--- src/hw/pbca_map.vh ---
// Register indices, field positions, reset values and timing counts
`ifndef PBCA_MAP_VH
`define PBCA_MAP_VH
// Register indices; byte address is four times the index
`define PBCA_IDX_CTL_ONE 8'h40
`define PBCA_IDX_CTL_TWO 8'h41
`define PBCA_IDX_RSVD_42 8'h42
`define PBCA_IDX_ARB_ONE 8'h43
`define PBCA_IDX_IRQ_STAT 8'h50
`define PBCA_IDX_IRQ_MASK 8'h51
// Reset values
`define PBCA_RST_CTL_ONE 4'h0
`define PBCA_RST_CTL_TWO 8'h96
`define PBCA_RST_ARB_ONE 8'h80
// Control one fields
`define PBCA_B_TGT_WBUF 3
`define PBCA_B_LINE_READ 2
`define PBCA_B_INT_BURST 1
`define PBCA_B_RETRIED_ACC 0
// Control two fields
`define PBCA_B_RAW_CLK 6
`define PBCA_B_PARITY_ESC 5
`define PBCA_B_MST_POST 4
`define PBCA_B_BND_HI 3
`define PBCA_B_BND_LO 2
`define PBCA_B_BND_SEL 1
`define PBCA_B_INT_WAIT 0
// Arbiter one fields
`define PBCA_B_GRANT_POL 7
`define PBCA_B_REQ0_MEN 3
`define PBCA_B_MRM_HI 2
`define PBCA_B_MRM_LO 1
// Interrupt status bits
`define PBCA_IRQ_SERR 0
`define PBCA_IRQ_MASKED 1
`define PBCA_IRQ_DISC 2
`define PBCA_IRQ_W 3
// PCI commands
`define PBCA_CMD_READ_MULT 4'hc
`define PBCA_CMD_READ_LINE 4'he
// Timing: PCI clock as an enable from the 125 MHz clock
`define PBCA_PCI_DIV 3'h4
`define PBCA_MASK_16 7'h10
`define PBCA_MASK_32 7'h20
`define PBCA_MASK_64 7'h40
`endif

--- src/hw/unused_placeholder_none.v ---
// Intentionally empty design companion file
`timescale 1ns/1ps
`default_nettype none
`default_nettype wire

--- src/hw/pbca_bridge.v ---
// PCI bridge controls and arbiter with AHB-Lite register access
//
// Decided for this implementation: the AHB-Lite slave port.
`timescale 1ns/1ps
`default_nettype none
`include "pbca_map.vh"

// Behaviour
// - Target posted write buffers used only when their enable bit is set.
// - Line read bit forces full line fetch; else single unless multiple/line command.
// - Write-invalidate bursts onto internal bus only with internal burst enable.
// - Back-off bit zero lets retried external masters reach system memory.
// - Raw clock bit is write-only; zero enables view, reads give no data.
// - Parity escalation bit drives SERR# when PERR# is driven or received.
// - Master write posting buffers memory writes; never I/O or locked writes.
// - Disconnect size field picks 128, 256, 512 or 1024 byte boundary.
// - Boundary select one disconnects at every 16-byte line instead.
// - Internal write wait bit inserts wait states on internal bus writes.
// - Second control register resets to 96h.
// - Arbiter control one resets to 80h; bit 6 reserved, written as one.
// - Grant policy one grants only while internal buffers are empty.
// - Per-request enable bits allow retry masking of REQ0#, REQ1#, REQ2#.
// - Retry mask interval field: none, 16, 32 or 64 PCI clocks.
module pbca_bridge (
    // Clock and reset
    input wire ref_clk,
    input wire rst,
    // AHB-Lite slave
    input wire hsel,
    input wire [31:0] haddr,
    input wire [1:0] htrans,
    input wire hwrite,
    input wire [2:0] hsize,
    input wire [31:0] hwdata,
    input wire hready,
    output reg [31:0] hrdata,
    output reg hreadyout,
    output reg hresp,
    // Target side
    input wire tgt_read_start,
    input wire [3:0] tgt_cmd,
    input wire tgt_write_start,
    input wire tgt_mwi,
    input wire tgt_data_valid,
    input wire [9:0] tgt_addr,
    input wire tgt_int_write,
    input wire retried_master,
    output reg tgt_line_fetch,
    output reg tgt_post_write,
    output reg int_burst,
    output reg tgt_disconnect,
    output reg int_write_wait,
    output reg retried_master_access,
    // Master side
    input wire mst_wr_valid,
    input wire mst_wr_io,
    input wire mst_wr_lock,
    input wire perr_driven,
    input wire perr_received,
    output reg mst_wr_post,
    output reg serr_out_n,
    output reg serr_oe,
    // Debug
    output reg raw_clk_view,
    // Arbiter
    input wire [2:0] req_n,
    input wire [2:0] retry_hit,
    input wire int_buffers_empty,
    output reg [2:0] gnt_n,
    // Interrupt
    output reg irq
);

    reg [3:0] ctl_one_reg;
    reg [7:0] ctl_two_reg;
    reg [7:0] arb_one_reg;
    reg raw_clk_reg;
    reg [`PBCA_IRQ_W-1:0] irq_stat_reg;
    reg [`PBCA_IRQ_W-1:0] irq_mask_reg;
    reg [`PBCA_IRQ_W-1:0] irq_set;
    reg [`PBCA_IRQ_W-1:0] irq_clr;

    // AHB state
    reg wr_pend_reg;
    reg rd_pend_reg;
    reg [7:0] idx_reg;
    reg [7:0] rd_val;
    reg [7:0] wbyte;
    wire addr_phase;
    wire [7:0] addr_idx;
    wire word_ok;

    assign addr_phase = hsel && htrans[1] && hready;
    assign addr_idx = haddr[9:2];
    assign word_ok = (haddr[31:10] == 22'h000000) && (haddr[1:0] == 2'h0);

    always @* begin
        wbyte = hwdata[7:0];
    end

    // Register read mux; bit 6 of control two never returns data
    always @* begin
        case (idx_reg)
            `PBCA_IDX_CTL_ONE: rd_val = {4'h0, ctl_one_reg};
            `PBCA_IDX_CTL_TWO: rd_val = {ctl_two_reg[7], 1'b0, ctl_two_reg[5:0]};
            `PBCA_IDX_RSVD_42: rd_val = 8'h00;
            `PBCA_IDX_ARB_ONE: rd_val = arb_one_reg;
            `PBCA_IDX_IRQ_STAT: rd_val = {5'h00, irq_stat_reg};
            `PBCA_IDX_IRQ_MASK: rd_val = {5'h00, irq_mask_reg};
            default: rd_val = 8'h00;
        endcase
    end

    // Reads take one wait state so a write just before is always seen
    always @(posedge ref_clk) begin
        if (rst) begin
            wr_pend_reg <= 1'b0;
            rd_pend_reg <= 1'b0;
            idx_reg <= 8'h00;
            hrdata <= 32'h00000000;
            hreadyout <= 1'b1;
            hresp <= 1'b0;
        end else begin
            hresp <= 1'b0;
            if (rd_pend_reg) begin
                hrdata <= {24'h000000, rd_val};
                hreadyout <= 1'b1;
                rd_pend_reg <= 1'b0;
            end else if (addr_phase) begin
                idx_reg <= word_ok ? addr_idx : 8'hff;
                wr_pend_reg <= hwrite;
                rd_pend_reg <= ~hwrite;
                hreadyout <= hwrite;
            end else begin
                wr_pend_reg <= 1'b0;
            end
        end
    end

    // Register writes
    always @(posedge ref_clk) begin
        if (rst) begin
            ctl_one_reg <= `PBCA_RST_CTL_ONE;
            ctl_two_reg <= `PBCA_RST_CTL_TWO;
            arb_one_reg <= `PBCA_RST_ARB_ONE;
            raw_clk_reg <= 1'b0;
            irq_mask_reg <= 3'h0;
        end else if (wr_pend_reg) begin
            case (idx_reg)
                `PBCA_IDX_CTL_ONE: ctl_one_reg <= wbyte[3:0];
                `PBCA_IDX_CTL_TWO: begin
                    ctl_two_reg <= wbyte;
                    raw_clk_reg <= wbyte[`PBCA_B_RAW_CLK];
                end
                `PBCA_IDX_ARB_ONE: arb_one_reg <= wbyte;
                `PBCA_IDX_IRQ_MASK: irq_mask_reg <= wbyte[2:0];
                default: ;
            endcase
        end
    end

    // PCI clock enable from divider
    reg [2:0] div_reg;
    reg pci_tick;
    always @(posedge ref_clk) begin
        if (rst) begin
            div_reg <= 3'h0;
            pci_tick <= 1'b0;
        end else begin
            pci_tick <= (div_reg == `PBCA_PCI_DIV - 3'h1);
            div_reg <= (div_reg == `PBCA_PCI_DIV - 3'h1) ? 3'h0 : div_reg + 3'h1;
        end
    end

    // Target side controls
    reg [9:0] bnd_mask;
    reg at_boundary;
    always @* begin
        case (ctl_two_reg[`PBCA_B_BND_HI:`PBCA_B_BND_LO])
            2'h0: bnd_mask = 10'h07f;
            2'h1: bnd_mask = 10'h0ff;
            2'h2: bnd_mask = 10'h1ff;
            default: bnd_mask = 10'h3ff;
        endcase
        if (ctl_two_reg[`PBCA_B_BND_SEL]) begin
            bnd_mask = 10'h00f;
        end
        // Last word before the boundary ends the burst
        at_boundary = ((tgt_addr & bnd_mask) == (bnd_mask & 10'h3fc));
    end

    always @(posedge ref_clk) begin
        if (rst) begin
            tgt_line_fetch <= 1'b0;
            tgt_post_write <= 1'b0;
            int_burst <= 1'b0;
            tgt_disconnect <= 1'b0;
            int_write_wait <= 1'b0;
            retried_master_access <= 1'b0;
            mst_wr_post <= 1'b0;
            serr_out_n <= 1'b1;
            serr_oe <= 1'b0;
            raw_clk_view <= 1'b0;
        end else begin
            if (tgt_read_start) begin
                tgt_line_fetch <= ctl_one_reg[`PBCA_B_LINE_READ] || (tgt_cmd == `PBCA_CMD_READ_MULT) ||
                    (tgt_cmd == `PBCA_CMD_READ_LINE);
            end
            if (tgt_write_start) begin
                tgt_post_write <= ctl_one_reg[`PBCA_B_TGT_WBUF];
            end
            int_burst <= tgt_mwi && ctl_one_reg[`PBCA_B_INT_BURST];
            tgt_disconnect <= tgt_data_valid && at_boundary;
            int_write_wait <= tgt_int_write && ctl_two_reg[`PBCA_B_INT_WAIT];
            retried_master_access <= retried_master && !ctl_one_reg[`PBCA_B_RETRIED_ACC];
            mst_wr_post <= mst_wr_valid && ctl_two_reg[`PBCA_B_MST_POST] && !mst_wr_io && !mst_wr_lock;
            serr_out_n <= !(ctl_two_reg[`PBCA_B_PARITY_ESC] && (perr_driven || perr_received));
            serr_oe <= ctl_two_reg[`PBCA_B_PARITY_ESC] && (perr_driven || perr_received);
            raw_clk_view <= !raw_clk_reg;
        end
    end

    // Retry mask counters, one per request line
    reg [6:0] mask_load;
    wire [2:0] masked;
    wire [2:0] mask_start;
    always @* begin
        case (arb_one_reg[`PBCA_B_MRM_HI:`PBCA_B_MRM_LO])
            2'h1: mask_load = `PBCA_MASK_16;
            2'h2: mask_load = `PBCA_MASK_32;
            2'h3: mask_load = `PBCA_MASK_64;
            default: mask_load = 7'h00;
        endcase
    end

    genvar gi;
    generate
        for (gi = 0; gi < 3; gi = gi + 1) begin : g_mask
            reg [6:0] cnt_reg;
            assign mask_start[gi] = retry_hit[gi] && arb_one_reg[`PBCA_B_REQ0_MEN + gi] && (mask_load != 7'h00);
            assign masked[gi] = (cnt_reg != 7'h00);
            always @(posedge ref_clk) begin
                if (rst) begin
                    cnt_reg <= 7'h00;
                end else if (mask_start[gi]) begin
                    cnt_reg <= mask_load;
                end else if (pci_tick && masked[gi]) begin
                    cnt_reg <= cnt_reg - 7'h01;
                end
            end
        end
    endgenerate

    // Arbiter: fixed priority REQ0# highest; grant held until the request drops or a fresh retry mask starts
    localparam ARB_IDLE = 2'b01;
    localparam ARB_OWN = 2'b10;
    reg [1:0] arb_state_reg;
    reg [2:0] eligible;
    reg [2:0] pick;
    reg grant_ok;
    always @* begin
        eligible = ~req_n & ~masked;
        grant_ok = !arb_one_reg[`PBCA_B_GRANT_POL] || int_buffers_empty;
        pick = 3'h0;
        if (eligible[0]) begin
            pick = 3'h1;
        end else if (eligible[1]) begin
            pick = 3'h2;
        end else if (eligible[2]) begin
            pick = 3'h4;
        end
    end

    always @(posedge ref_clk) begin
        if (rst) begin
            arb_state_reg <= ARB_IDLE;
            gnt_n <= 3'h7;
        end else begin
            case (arb_state_reg)
                ARB_IDLE: begin
                    if (pick != 3'h0 && grant_ok) begin
                        gnt_n <= ~pick;
                        arb_state_reg <= ARB_OWN;
                    end
                end
                ARB_OWN: begin
                    // Release on request drop or a fresh retry mask
                    if ((~gnt_n & (req_n | mask_start)) != 3'h0) begin
                        gnt_n <= 3'h7;
                        arb_state_reg <= ARB_IDLE;
                    end
                end
                default: begin
                    gnt_n <= 3'h7;
                    arb_state_reg <= ARB_IDLE;
                end
            endcase
        end
    end

    // Interrupt status: set wins over write-one clear
    always @* begin
        irq_set = 3'h0;
        irq_set[`PBCA_IRQ_SERR] = ctl_two_reg[`PBCA_B_PARITY_ESC] && (perr_driven || perr_received);
        irq_set[`PBCA_IRQ_MASKED] = mask_start != 3'h0;
        irq_set[`PBCA_IRQ_DISC] = tgt_data_valid && at_boundary;
        irq_clr = (wr_pend_reg && idx_reg == `PBCA_IDX_IRQ_STAT) ? wbyte[2:0] : 3'h0;
    end

    always @(posedge ref_clk) begin
        if (rst) begin
            irq_stat_reg <= 3'h0;
            irq <= 1'b0;
        end else begin
            irq_stat_reg <= (irq_stat_reg & ~irq_clr) | irq_set;
            irq <= ((irq_stat_reg & ~irq_clr) & irq_mask_reg) != 3'h0 || (irq_set & irq_mask_reg) != 3'h0;
        end
    end

endmodule // pbca_bridge
`default_nettype wire

--- config.mk ---
export PLATFORM = sky130hd
export DESIGN_NAME = pbca_bridge
export DESIGN_NICKNAME = d
export VERILOG_FILES = /design/src/hw/unused_placeholder_none.v /design/src/hw/pbca_bridge.v
export VERILOG_INCLUDE_DIRS = /design/src /design/src/hw
export SDC_FILE = /design/constraint.sdc
export NUM_CORES = 1
export LEC_CHECK = 0
export ABC_AREA = 0
export CAP_MARGIN = 20
export CORE_ASPECT_RATIO = 1.2
export CORE_MARGIN = 5
export CORE_UTILIZATION = 50
export DETAILED_ROUTE_END_ITERATION = 6
export DONT_BUFFER_PORTS = 1
export MAX_ROUTING_LAYER = met4
export PLACE_DENSITY_LB_ADDON = 0.2
export SETUP_SLACK_MARGIN = 0.2
export SLEW_MARGIN = 20
export SYNTH_ARGS = -nofsm -noshare
export SYNTH_HDL_FRONTEND = slang
export SYNTH_SLANG_ARGS = --single-unit
--- constraint.sdc ---
create_clock -name ref_clk -period 5.95 [get_ports ref_clk]
set_input_delay 1.785 -clock ref_clk [delete_from_list [all_inputs] [get_ports ref_clk]]
set_output_delay 1.785 -clock ref_clk [all_outputs]
set_load 0.1 [all_outputs]
==> flow_metrics.env <==
export IMPL_cellPowerDensity_nw_per_um2=268.9
export IMPL_clk_pin_slew_ns=0.08
export IMPL_numCtsBuffers=9
export IMPL_postSynthAreaPerCell_sq_um=8.547
export IMPL_die_w_um=92.09
export IMPL_drtPass1Iterations=5
export IMPL_clock_path_buffers=2
export IMPL_hold_class="register to register"
export IMPL_track_usage_pct=19.44
export IMPL_antenna_found_initial=0
export IMPL_multiInputGateArea_sq_um=2063
export IMPL_startpoint="hrdata[3]"
export IMPL_crit_type="register to output port"
export IMPL_min_period_ns=3.162
export IMPL_cp_max_fo=3
export IMPL_vdd_drop_max_mv=0.1633
export IMPL_ioPinCount=154
export IMPL_grt_max_degree=53
export IMPL_nets=580
export IMPL_finalCritPeriodShare_pct=53.14
export IMPL_nFillCells=773
export IMPL_leakagePower_nw=1.608
export IMPL_worstPathRequired_ns=4.16
export IMPL_drv_cap=0
export IMPL_vias=3163
export IMPL_cts_root_buffer="clkbuf_8"
export IMPL_rsz0062_at_grt="false"
export IMPL_rows=36
export IMPL_worst_pin_slew_ns=1.045
export IMPL_worstPathArrival_ns=1.38
export IMPL_initial_core_util_pct=50.42
export IMPL_ctsHoldBuffers=0
export IMPL_r2r_slack_ns=3.42
export IMPL_area_delta_synth_final_pct=3.312
export IMPL_hold_violations=0
export IMPL_seq_area_sq_um=1722
export IMPL_grt_pass1_vias=3088
export IMPL_status="completed"
export IMPL_finalClockSkew_ns=0.009923
export IMPL_numClockSinks=86
export IMPL_ys_seq_area_share_pct=42.59
export IMPL_netlist_instances=473
export IMPL_die_y_um=108.5
export IMPL_antennaDiodeCount=0
export IMPL_core_area_sq_um=8018
export IMPL_grt_overflow=0
export IMPL_crit_path_end="hrdata[3]"
export IMPL_r2r_start="idx_reg[2]"
export IMPL_synth_area_sq_um=4043
export IMPL_drc=0
export IMPL_post_cts_resized=0
export IMPL_ys_ff_latch=86
export IMPL_cts_tree="done"
export IMPL_crit_path_start_kind="register"
export IMPL_synth_ff_type="dfxtp_1"
export IMPL_yosysUniqueCellTypes=62
export IMPL_finalPower_mw=1.123
export IMPL_postRouteAntennaNets=0
export IMPL_reg2reg_to="ctl_two_reg[7]"
export IMPL_port_buffer_count=0
export IMPL_dp_hpwl_um=6785
export IMPL_floorplan_die_area_sq_um=9991
export IMPL_slew_headroom_pct=30.24
export IMPL_crit_cells=0
export IMPL_wl_um=9132
export IMPL_cts_max_level=3
export IMPL_avgViaCountPerCell=5.588
export IMPL_slew_viol_final=0
export IMPL_fin_tns_setup_ns=0
export IMPL_place_congestion=0.7872
export IMPL_finalSetupViolCount=0
export IMPL_drive_gt1_share_pct=7.219
export IMPL_yosysWarnings=0
export IMPL_post_cts_setup_buffers=0
export IMPL_first_iter_violations=141
export IMPL_grt_pass1_wl_um=14880
export IMPL_largest_reg_flops=21
export IMPL_endpoint_kind="output port"
export IMPL_clkLatencyLatePin_ns=0.35
export IMPL_wl_per_cell_um=16.13
export IMPL_max_freq_mhz=316.3
export IMPL_async_reset_ff_share_pct=0
export IMPL_rr_worst_depth=5
export IMPL_synth_edff_count=0
[how the worst min path moves through the flow]
stage                     slack [ns]      startpoint  cells after the start      endpoint
final                           0.43  ctl_two_reg[6]                      1  raw_clk_view
after global routing            0.45      div_reg[0]                      1    div_reg[0]
after CTS                       0.44  ctl_two_reg[6]                      1  raw_clk_view
after detailed placement        0.40  ctl_two_reg[6]                      1  raw_clk_view
after global placement          0.40  ctl_two_reg[6]                      1  raw_clk_view
after floorplan                 0.39  ctl_two_reg[6]                      1  raw_clk_view
[Yosys cell counts (all sizes together), types with 7 or more instances]
library cell,n,area (sq um)
dfxtp,86,1722
nand2,53,198.9
nor2,43,161.4
a21oi,40,200.2
buf,32,224.0
nand3,27,135.1
inv,22,82.58
o21ai,15,75.07
clkbuf,11,41.29
nor4,11,90.08
nor3,10,55.05
xor2,9,78.83
ha,8,100.1
nand3b,8,60.06
nand4,7,43.79
[metrics by stage]
step | hold slack (ns) | cell area, sq um | util [%] | setup slack [ns] | instances
6_report | 0.4331 | 4177 | 52.09 | 2.788 | 566
3_3_place_gp | 0.3999 | 3994 | 49.81 | 2.845 | 550
4_1_cts | 0.4369 | 4177 | 52.09 | 2.768 | 566
3_5_place_dp | 0.3995 | 3994 | 49.81 | 2.786 | 550
2_1_floorplan | 0.3924 | 4133 | - | 3.142 | 497
5_1_grt | 0.4545 | 4177 | 52.09 | 2.736 | 566
[cells in the final DEF (no fill, tap or decap), types with 6 or more instances in the layout]
| cell | n |
|---|---|
| nor3_1 | 9 |
| nor2_1 | 43 |
| nand3_1 | 27 |
| clkbuf_8 | 9 |
| inv_1 | 22 |
| ha_1 | 8 |
| nand4_1 | 7 |
| dfxtp_1 | 86 |
| o21ai_0 | 15 |
| xor2_1 | 9 |
| nor4_1 | 9 |
| conb_1 | 25 |
| a21oi_1 | 40 |
| nand3b_1 | 8 |
| mux2i_1 | 6 |
| nand2_1 | 53 |
[kinds of logic after synthesis]
logic type,count (synthesis),share of synthesized area (%)
mux,9,2.321
simple gates,193,25.16
xor+xnor,13,2.816
fa+ha+maj,8,2.476
other cells,1,0.09276
compound gates,98,15.94
buf+inv,65,8.604
flops,86,42.59
[metal layers]
metal | GRT usage, % | wire (um)
met1 | 21.24 | 3679
met2 | 32.93 | 4727
met3 | 6.263 | 569
met4 | 7.643 | 155
met5 | - | 0
[where the power goes]
part,switching [mW],internal [mW]
clock network,0.203,0.193
registers,0.0349,0.585
logic,0.0892,0.0177
[layout make-up]
class / instances / share of cell area (%)
timing repair buffer: 1 / 0.1797
multi-input combinational: 346 / 49.40
sequential: 86 / 41.22
clock inverter: 4 / 1.138
inverter: 22 / 1.977
clock buffer: 12 / 3.235
tap: 95 / 2.846
(Power assumes the default switching activity.)
